[src/amrf_defs.vh]
/*
 Constants for the converter selection and result formatting block:
 register indices, field positions, reset values and code bounds.
 Assumes inclusion by bare name from the design file.
*/
`ifndef AMRF_DEFS_VH
`define AMRF_DEFS_VH

// ----------------------------------------------------------------
// Register indices
// ----------------------------------------------------------------
`define AMRF_ADDR_SEL      4'h0
`define AMRF_ADDR_RES_LO   4'h1
`define AMRF_ADDR_RES_HI   4'h2
`define AMRF_ADDR_STATUS   4'h3
`define AMRF_ADDR_ACTIVE   4'h4

// ----------------------------------------------------------------
// Selection register fields
// ----------------------------------------------------------------
`define AMRF_SEL_RESET     8'h00
`define AMRF_REF_HI        7
`define AMRF_REF_LO        6
`define AMRF_LJ_BIT        5
`define AMRF_CH_HI         4
`define AMRF_CH_LO         0

// ----------------------------------------------------------------
// Reference codes
// ----------------------------------------------------------------
`define AMRF_REF_EXT_PIN   2'h0
`define AMRF_REF_SUPPLY    2'h1
`define AMRF_REF_RESERVED  2'h2
`define AMRF_REF_INT_256   2'h3

// ----------------------------------------------------------------
// Status bits and code bounds
// ----------------------------------------------------------------
`define AMRF_ST_DONE       0
`define AMRF_ST_BUSY       1
`define AMRF_ST_DIFF       2
`define AMRF_SE_MIN        10'h000
`define AMRF_SE_MAX        10'h3ff
`define AMRF_DIFF_MIN      10'h200
`define AMRF_DIFF_MAX      10'h1ff
`define AMRF_CH_SE_LAST    5'h07
`define AMRF_CH_BANDGAP    5'h1e
`define AMRF_CH_GROUND     5'h1f

`endif

[src/amrf_top.v]
/*
 Selection register, conversion latching and result formatting for a
 10-bit successive-approximation converter.
 Assumes the analog core takes the latched reference and channel at
 conv_start and returns a raw 10-bit code with a one-cycle conv_end.
*/
// The strobed register port and the address map were chosen for this implementation.
`default_nettype none
`include "amrf_defs.vh"

// ----------------------------------------------------------------
// Top module
// ----------------------------------------------------------------
module amrf_top (
  // Clock and reset
  input  wire       clk,
  input  wire       rst,
  // Register port
  input  wire [3:0] addr,
  input  wire [7:0] wdata,
  input  wire       wr_en,
  input  wire       rd_en,
  output reg  [7:0] rdata,
  // Conversion control
  input  wire       conv_start,
  input  wire       conv_end,
  input  wire [9:0] conv_raw,
  // Analog core selection
  output reg  [1:0] reference_select_active,
  output reg  [4:0] channel_select_active,
  output wire       ref_external_pin_en,
  output wire       ref_analog_supply_en,
  output wire       ref_internal_en,
  output wire       conv_busy
);

  // --------------------------------------------------------------
  // Helpers
  // --------------------------------------------------------------
  // Channel codes 0-7 and 30-31 are single-ended, the rest differential
  function is_diff;
    input [4:0] ch;
    begin
      is_diff = (ch > `AMRF_CH_SE_LAST) && (ch < `AMRF_CH_BANDGAP);
    end
  endfunction

  // One address compare shared by both write strobes; the read port decodes addr in its own case
  function reg_hit;
    input [3:0] a;
    input [3:0] idx;
    begin
      reg_hit = (a == idx);
    end
  endfunction

  function [1:0] ref_field;
    input [7:0] sel;
    begin
      ref_field = sel[`AMRF_REF_HI:`AMRF_REF_LO];
    end
  endfunction

  function [4:0] ch_field;
    input [7:0] sel;
    begin
      ch_field = sel[`AMRF_CH_HI:`AMRF_CH_LO];
    end
  endfunction

  // Enable bit index to reference code; the reserved code has no bit
  function [1:0] ref_code;
    input integer idx;
    begin
      case (idx)
        0: begin
          ref_code = `AMRF_REF_EXT_PIN;
        end
        1: begin
          ref_code = `AMRF_REF_SUPPLY;
        end
        default: begin
          ref_code = `AMRF_REF_INT_256;
        end
      endcase
    end
  endfunction

  // --------------------------------------------------------------
  // State
  // --------------------------------------------------------------
  localparam NUM_REF_EN = 3;

  reg  [7:0]            sel_reg;
  reg  [7:0]            sel_next;
  reg  [1:0]            ref_act_next;
  reg  [4:0]            ch_act_next;
  reg                   busy_reg;
  reg                   busy_next;
  reg                   diff_reg;
  reg                   diff_next;
  reg  [9:0]            result_reg;
  reg  [9:0]            result_next;
  reg                   done_reg;
  reg                   done_next;
  reg  [7:0]            rdata_next;
  wire                  lj;
  wire                  sel_wr;
  wire                  status_wr;
  wire                  accept_start;
  wire                  accept_end;
  wire [NUM_REF_EN-1:0] ref_en;
  wire [15:0]           pair_right;
  wire [15:0]           pair_left;
  wire [15:0]           pair;
  wire [7:0]            lo_byte;
  wire [7:0]            hi_byte;

  // --------------------------------------------------------------
  // Strobes and events
  // --------------------------------------------------------------
  assign lj           = sel_reg[`AMRF_LJ_BIT];
  assign sel_wr       = wr_en && reg_hit(addr, `AMRF_ADDR_SEL);
  assign status_wr    = wr_en && reg_hit(addr, `AMRF_ADDR_STATUS);
  // Start while busy and end while idle are both ignored
  assign accept_start = conv_start && !busy_reg;
  assign accept_end   = conv_end && busy_reg;
  assign conv_busy    = busy_reg;

  // --------------------------------------------------------------
  // Selection register
  // --------------------------------------------------------------
  always @* begin
    sel_next = sel_reg;
    if (sel_wr) begin
      sel_next = wdata;
    end
  end

  always @(posedge clk) begin
    if (rst) begin
      sel_reg <= `AMRF_SEL_RESET;
    end else begin
      sel_reg <= sel_next;
    end
  end

  // --------------------------------------------------------------
  // Conversion tracking and active selection
  // --------------------------------------------------------------
  always @* begin
    busy_next = busy_reg;
    if (accept_start) begin
      busy_next = 1'b1;
    end else if (accept_end) begin
      busy_next = 1'b0;
    end
  end

  // Kind of the running channel, kept for the status word
  always @* begin
    diff_next = diff_reg;
    if (accept_start) begin
      diff_next = is_diff(ch_field(sel_reg));
    end
  end

  // The core only ever sees settings frozen at start, so software
  // writes during a conversion cannot disturb it
  always @* begin
    ref_act_next = reference_select_active;
    ch_act_next  = channel_select_active;
    if (!busy_reg || accept_end) begin
      // Idle selection follows the register
      ref_act_next = ref_field(sel_reg);
      ch_act_next  = ch_field(sel_reg);
    end
  end

  always @(posedge clk) begin
    if (rst) begin
      reference_select_active <= `AMRF_REF_EXT_PIN;
      channel_select_active   <= 5'h00;
      busy_reg                <= 1'b0;
      diff_reg                <= 1'b0;
    end else begin
      reference_select_active <= ref_act_next;
      channel_select_active   <= ch_act_next;
      busy_reg                <= busy_next;
      diff_reg                <= diff_next;
    end
  end

  // --------------------------------------------------------------
  // Reference enables
  // --------------------------------------------------------------
  // Reserved code enables no reference at all
  genvar gi;
  generate
    for (gi = 0; gi < NUM_REF_EN; gi = gi + 1) begin : g_ref_en
      assign ref_en[gi] = (reference_select_active == ref_code(gi));
    end
  endgenerate

  assign ref_external_pin_en  = ref_en[0];
  assign ref_analog_supply_en = ref_en[1];
  assign ref_internal_en      = ref_en[2];

  // --------------------------------------------------------------
  // Result capture and done flag
  // --------------------------------------------------------------
  // Raw code is stored as-is: unsigned for single-ended, two's
  // complement for differential, so bit 9 is the sign there
  always @* begin
    result_next = result_reg;
    if (accept_end) begin
      result_next = conv_raw;
    end
  end

  // Set beats a same-cycle clear-by-one
  always @* begin
    done_next = done_reg;
    if (accept_end) begin
      done_next = 1'b1;
    end else if (status_wr && wdata[`AMRF_ST_DONE]) begin
      done_next = 1'b0;
    end
  end

  always @(posedge clk) begin
    if (rst) begin
      result_reg <= `AMRF_SE_MIN;
      done_reg   <= 1'b0;
    end else begin
      result_reg <= result_next;
      done_reg   <= done_next;
    end
  end

  // --------------------------------------------------------------
  // Presentation
  // --------------------------------------------------------------
  // Combinational on the justify bit, so a flip shows at once
  assign pair_right = {6'h00, result_reg};
  assign pair_left  = {result_reg, 6'h00};
  assign pair       = lj ? pair_left : pair_right;
  assign lo_byte    = pair[7:0];
  assign hi_byte    = pair[15:8];

  // --------------------------------------------------------------
  // Read port
  // --------------------------------------------------------------
  always @* begin
    rdata_next = 8'h00;
    if (rd_en) begin
      case (addr)
        `AMRF_ADDR_SEL: begin
          rdata_next = sel_reg;
        end
        `AMRF_ADDR_RES_LO: begin
          rdata_next = lo_byte;
        end
        `AMRF_ADDR_RES_HI: begin
          rdata_next = hi_byte;
        end
        `AMRF_ADDR_STATUS: begin
          rdata_next[`AMRF_ST_DONE] = done_reg;
          rdata_next[`AMRF_ST_BUSY] = busy_reg;
          rdata_next[`AMRF_ST_DIFF] = diff_reg;
        end
        `AMRF_ADDR_ACTIVE: begin
          rdata_next = {reference_select_active, 1'b0,
                        channel_select_active};
        end
        default: begin
          rdata_next = 8'h00;
        end
      endcase
    end
  end

  // Read data stands for one cycle only, zero otherwise
  always @(posedge clk) begin
    if (rst) begin
      rdata <= 8'h00;
    end else begin
      rdata <= rdata_next;
    end
  end

endmodule // amrf_top
`default_nettype wire

[config.mk]
export PLATFORM = sky130hd
export DESIGN_NAME = amrf_top
export DESIGN_NICKNAME = d
export VERILOG_FILES = /design/src/amrf_top.v
export VERILOG_INCLUDE_DIRS = /design/src
export SDC_FILE = /design/constraint.sdc
export NUM_CORES = 1
export LEC_CHECK = 0
export ABC_AREA = 1
export BUFFER_PORTS_ARGS = -buffer_cell sky130_fd_sc_hd__buf_4
export CAP_MARGIN = 10
export CORE_ASPECT_RATIO = 1.25
export CORE_MARGIN = 5
export CORE_UTILIZATION = 52
export DETAILED_ROUTE_END_ITERATION = 12
export GPL_TIMING_DRIVEN = 0
export HOLD_SLACK_MARGIN = 0.05
export MAX_ROUTING_LAYER = met4
export PLACE_DENSITY = 0.8
export SLEW_MARGIN = 20
export SYNTH_ARGS = -nofsm -noshare
export SYNTH_HDL_FRONTEND = slang
export SYNTH_SLANG_ARGS = --single-unit
[constraint.sdc]
create_clock -name clk -period 3.2 [get_ports clk]
set_input_delay 0.64 -clock clk [delete_from_list [all_inputs] [get_ports clk]]
set_output_delay 0.64 -clock clk [all_outputs]
set_load 0.01 [all_outputs]
==> results of run 1 <==
==> layout by cell type (no fill, tap or decap), types with 3 or more instances in the layout <==
cell type / n
nand2_1: 52
buf_4: 44
nor2_1: 42
dfxtp_1: 36
nand3_1: 23
inv_1: 20
o21ai_0: 20
a21oi_1: 18
nand4_1: 10
clkbuf_8: 5
clkbuf_1: 4
inv_2: 3
==> report_power, final <==
part / leakage [uW] / internal (uW) / switching [uW]
sequential: 0.000292 / 462 / 11.9
combinational: 0.000675 / 46.8 / 58.8
clock: 0.0000410 / 148 / 150
total: 0.00101 / 657 / 221
==> synthesized netlist by cell type (2+ instances only) <==
cell type  instances
inv_2              3
buf_2              2
nand3_1           23
clkbuf_1           3
nand2_2            2
nand4_1           10
a21oi_1           18
o21ai_0           20
nor2_2             2
dfxtp_1           36
inv_1             20
nor2_1            42
nand2_1           52
==> layout make-up <==
type | count | share of cell area [%]
Buffer | 7 | 2.253
Multi-Input combinational cell | 173 | 37.70
Timing Repair Buffer | 44 | 15.65
Tap cell | 37 | 2.193
Clock buffer | 6 | 3.438
Inverter | 24 | 4.386
Clock inverter | 1 | 0.2371
Sequential cell | 36 | 34.14
==> per-layer routing <==
layer	up-vias	GRT usage (%)
li1	879	-
met1	757	25.38
met2	51	36.90
met3	6	4.956
met4	0	8.193
met5	-	-
==> through the flow <==
step | setup WS (ns) | hold WS [ns] | total power (uW) | cells
6_report | 1.578 | 0.4669 | 877.9 | 328
2_1_floorplan | 1.743 | 0.4389 | 537.3 | 240
3_3_place_gp | 1.499 | 0.4515 | 587.3 | 321
5_1_grt | 1.528 | 0.4724 | 914.3 | 328
4_1_cts | 1.569 | 0.4660 | 883.6 | 328
3_5_place_dp | 1.458 | 0.4558 | 589.7 | 321
==> worst paths after layout <==
kind | from | endpoint | slack, ns | depth (start not counted)
worst max-delay path | reference_select_active[0]$_SDFFE_PP0P_ | ref_analog_supply_en | 1.58 | 3
worst min-delay path | done_reg$_SDFFE_PP0P_ | done_reg$_SDFFE_PP0P_ | 0.47 | 2
worst max register to register | conv_busy$_SDFFE_PP0P_ | channel_select_active[0]$_SDFFE_PP0P_ | 1.89 | 5
worst min register to register | done_reg$_SDFFE_PP0P_ | done_reg$_SDFFE_PP0P_ | 0.47 | 2
==> kinds of logic after synthesis <==
family / count (synthesis)
compound gates: 39
buf+inv: 31
flops: 36
simple gates: 134
==> worst reg2reg max path, cell delays in order, from the launching register on <==
cell and delay, ns:
dfxtp_1 0.42, inv_2 0.05, nor2_1 0.30, inv_2 0.16
o21ai_0 0.21, a21oi_1 0.06
==> reports/qor.txt, run 1 <==
Outcome: finished clean
Util after Layout: 67.29%
PD cells: 415.9 nW/um^2
Multi-input logic area: 795.8 um^2
Main combinational cell family by area after synthesis: simple AND/OR/NAND/NOR gates
GP Congestion: 0.9134
TNS Setup: 0 ns
Fin. Hold Viols: 0
Drt wl/cell: 13.05 um
Vias per Instance: 5.162
GRT overflow: 0
Fin crit share: 50.69%
Initial antenna violation count: 0
Root Driver: clkbuf_8
Vias in the first global route: 1576
Compound-Gate Fraction of Synth Area: 11.93%
Largest net degree at the start of global routing: 11
DP HPWL: 3302 um
Worst min path class: flip-flop to flip-flop
Synth Area in Adders: 0%
Number of flops mapped to enable cells by yosys: 0
Seq cells post-synth: 36
WL met1: 1812 um
DRC Markers: 0
Synth Flop Type: dfxtp_1
Worst VDD drop: 290.2 uV
Fillcell total: 296
Worst Max-Slew Pin Slew: 0.4130 ns
Clock sinks: 36
Layout cell share with drive strength beyond 1: 22.34%
Total GRT Usage: 22.05%
Antenna diodes: 0
Initial Utilization: 52.81%
Number of setup buffers added after CTS: 0
Clock Pin Slew Worst Setup and Hold Paths: 0.07 ns
Clock Skew: 0.001600 ns
PostCTS Resize Cnt: 0
First-pass GRT wire length: 7113 um
Slew HR: 72.46%
Vias: 1693
Crit path cell chain: inv_1 -> nor2_1 -> buf_4
Synth warnings: 0
Design area: 2111 um^2
Leak pwr: 0.001008 uW
WS Path Type: flip-flop to primary output
Max stage delay on crit path: 0.40 ns
Worst setup EP type: primary output
CTS max path bufs: 2
Crit path max fanout: 5
Antenna-violating nets left: 0
Top delay family on crit path: flip-flops
Sequential share of the synthesized area: 43.50%
Pins over their slew limit: 0
CP Launch Type: flip-flop
WL met3: 253 um
Met2 WL post-DR: 2151 um
Min Tclk post-route: 1.622 ns
Leading area contributor after synthesis: dfxtp_1
Worst-Skew Late Latency: 0.28 ns
CTS tree: done
Cell Area, Synth: 1657 um^2
Area post-placement: 2033 um^2
Die span in y: 73.11 um
TritonCTS buffer count: 5
Avg Cell Area, Syn: 6.902 um^2
Top layer in use: met4
Buffers on Ports: 44
P&R area growth vs syn: 27.42%
Top-level I/O count: 47
RSZ-0062 raised after global routing: false
Critical Path AT: 0.98 ns
Pre-Repair DR Iteration Count: 4
H-tree Lvls: 2
Max_cap viols: 0
Area contributors post-synth: dfxtp_1 44%, nand2_1 12%, nor2_1 9.5%
Yosys top cell area share: 43.50%
Mux cell area share after synthesis: 0%
Syn nets: 268
Simple-Gate Fraction of Synth Area: 36.10%
Endpoints failing setup: 0
Synthesized instance count: 240
CTS Hold Buffers Added: 0
Core area: 3137 um^2
Layout Nets: 319
Die Width: 60.49 um
Register Area: 720.7 um^2
Slowest-stage cell, CP: dfxtp_1
Die area: 4422 um^2
Row count: 23
Worst endpoint required time: 2.56 ns
Xor and xnor area share after synthesis: 0%
WL final: 4279 um
Initial drt markers: 77
Max reg flops: 10
Asr flop ratio synth: 0%
Distinct cells, synth: 20
FMAX: 616.5 MHz
Critical path buffers and inverters: 2
Power figures use the tool's default switching activity.
==> run 2, diff against run 1 <==
--- a/config.mk
+++ b/config.mk
@@ -11,12 +11,12 @@
 export CAP_MARGIN = 10
 export CORE_ASPECT_RATIO = 1.25
 export CORE_MARGIN = 5
-export CORE_UTILIZATION = 52
+export CORE_UTILIZATION = 46
 export DETAILED_ROUTE_END_ITERATION = 12
 export GPL_TIMING_DRIVEN = 0
 export HOLD_SLACK_MARGIN = 0.05
 export MAX_ROUTING_LAYER = met4
-export PLACE_DENSITY = 0.8
+export PLACE_DENSITY = 0.75
 export SLEW_MARGIN = 20
 export SYNTH_ARGS = -nofsm -noshare
 export SYNTH_HDL_FRONTEND = slang
==> constraint.sdc (replaced) <==
create_clock -name clk -period 1.34 [get_ports clk]
set_input_delay 0.268 -clock clk [delete_from_list [all_inputs] [get_ports clk]]
set_output_delay 0.268 -clock clk [all_outputs]
set_load 0.01 [all_outputs]
==> reports/qor.txt, run 2 (synthesis gave the netlist of run 1 again) <==
TNS Setup: 0 ns (unchanged)
Min Tclk post-route: 1.247 ns
Endpoints failing setup: 0 (unchanged)
P&R area growth vs syn: 33.01%
Row count: 24 (+4.3%)
Vias per Instance: 5.003 (-3.1%)
Worst VDD drop: 1551 uV (+430%)
Pins over their slew limit: 0 (unchanged)
Fillcell total: 319 (+7.8%)
Internal Power: 2147 uW (+230%)
Buffers on Ports: 44 (unchanged)
PD cells: 1235 nW/um^2 (+200%)
Most frequent cells in the layout: 51 x nand2_1, 44 x buf_4, 41 x nor2_1, 36 x dfxtp_1, 23 x nand3_1
Worst-Skew Late Latency: 0.30 ns (+0.02 ns)
First-pass GRT wire length: 7107 um (about the same)
Drt wl/cell: 13.05 um (about the same)
CTS max path bufs: 2 (unchanged)
WL final: 4321 um (+0.98%)
TritonCTS buffer count: 5 (unchanged)
Fin crit share: 93.07%
Commonest non-fill, non-tap cell in the layout: nand2_1
Layout cell share with drive strength beyond 1: 23.97% (+1.6 points)
WL met1: 1818 um (+0.33%)
Top layer in use: met4
Fin. Hold Viols: 0 (unchanged)
CTS tree: done
Worst min path class: input pin to flip-flop
Met2 WL post-DR: 2075 um (-3.5%)
Core area: 3483 um^2 (+11%)
Clock Pin Slew Worst Setup and Hold Paths: 0.07 ns (about the same)
DP HPWL: 3234 um (-2.1%)
Worst hold slack: 0.1337 ns (-0.3332 ns)
Initial drt markers: 57 (-26%)
Antenna diodes: 0 (unchanged)
Multi-input logic area: 800.8 um^2 (+0.63%)
Leak pwr: 0.001048 uW (+3.9%)
P_sw: 574.8 uW (+160%)
Slew HR: 71.64% (-0.82 points)
Die area: 4909 um^2 (+11%)
Worst slack, placed: 0.002262 ns (-1.456 ns)
Clock group share of total power: 49.1% (+15 points)
Clock Skew: 0.007775 ns (+0.006175 ns)
GRT overflow: 0 (unchanged)
Final worst setup slack: 0.09284 ns (-1.485 ns)
Max_cap viols: 0 (unchanged)
Slowest-stage cell, CP: dfxtp_1
Top-level I/O count: 47 (unchanged)
DRC Markers: 0 (unchanged)
Die Width: 63.68 um (+5.3%)
Critical Path AT: 0.98 ns (about the same)
Crit path cell chain: inv_1 -> nor2_1 -> buf_4
H-tree Lvls: 2 (unchanged)
Outcome: finished clean
Top delay family on crit path: flip-flops
Initial antenna violation count: 0 (unchanged)
Clock sinks: 36 (unchanged)
Sw Share: 21.12% (-4.0 points)
Max stage delay on crit path: 0.40 ns (about the same)
CP Launch Type: flip-flop
Initial Utilization: 47.56% (-5.3 points)
Number of setup buffers added after CTS: 0 (unchanged)
GP Congestion: 0.8539 (-6.5%)
FMAX: 801.8 MHz
Total GRT Usage: 18.62% (-3.4 points)
Root Driver: clkbuf_8
Seq pwr share: 41.6% (-12 points)
Worst setup EP type: primary output
WL met3: 250 um (-1.2%)
Die span in y: 77.10 um (+5.5%)
CTS Hold Buffers Added: 0 (unchanged)
Worst Max-Slew Pin Slew: 0.4254 ns (+0.01233 ns)
Max reg flops: 10 (unchanged)
Combinational power share: 9.3% (-2.7 points)
Largest net degree at the start of global routing: 13 (+2)
Layout Nets: 319 (unchanged)
RSZ-0062 raised after global routing: false
Register Area: 720.7 um^2 (unchanged)
Vias in the first global route: 1585 (+0.57%)
Critical path buffers and inverters: 2 (unchanged)
Vias: 1656 (-2.2%)
Pre-Repair DR Iteration Count: 4 (unchanged)
Pwr Total: 2722 uW (+210%)
Antenna-violating nets left: 0 (unchanged)
Crit path max fanout: 5 (unchanged)
Worst endpoint required time: 1.07 ns (-1.49 ns)
WS Path Type: flip-flop to primary output
==> run 2: layer usage <==
layer / track usage (%) / vias up
li1: - / 882
met1: 20.97 / 705
met2: 29.37 / 52
met3: 5.263 / 17
met4: 10.19 / 0
met5: - / -
==> run 2: final timing paths <==
kind / end / slack (ns) / cells past startpoint / startpoint
max reg2reg: channel_select_active[3]$_SDFFE_PP0P_ / 0.13 / 5 / conv_busy$_SDFFE_PP0P_
min reg2reg: result_reg[1]$_SDFFE_PP0P_ / 0.47 / 2 / result_reg[1]$_SDFFE_PP0P_
max: ref_analog_supply_en / 0.09 / 3 / reference_select_active[0]$_SDFFE_PP0P_
min: sel_reg[1]$_SDFFE_PP0P_ / 0.13 / 2 / rst
==> run 2: stage by stage <==
stage          std cells  util (%)  area (um^2)
2_1_floorplan        240         -         1657
3_3_place_gp         323     58.44         2036
3_5_place_dp         323     58.44         2036
4_1_cts              331     63.00         2195
5_1_grt              331     63.25         2203
6_report             331     63.25         2203
==> run 2: final cells by class <==
type | count | area share, %
Timing Repair Buffer | 44 | 14.99
Tap cell | 39 | 2.215
Clock inverter | 3 | 4.089
Clock buffer | 5 | 3.123
Inverter | 24 | 4.202
Sequential cell | 36 | 32.71
Multi-Input combinational cell | 173 | 36.34
Buffer | 7 | 2.328
==> run 2: power groups by stage <==
stage / sequential, uW / clock [uW] / combinational [uW]
floorplan: 1150 / 0 / 130
global placement: 1160 / 0 / 246
detailed placement: 1160 / 0 / 250
CTS: 1130 / 1340 / 251
global route: 1140 / 1380 / 283
finish: 1130 / 1340 / 253
==> run 2: worst register-to-register path, delay by kind of cell, from the launching register on <==
kind | cells | cell delay [ns]
buffers and inverters | 2 | 0.21
DFF | 1 | 0.45
and+or+nand+nor | 1 | 0.21
AOI/OAI and AO/OA | 2 | 0.25
==> run 2: repair_timing <==
item	4_1_cts	5_1_grt
endpoints found under the hold margin	0	0
resized for setup	0	5
setup endpoints to repair	0	9
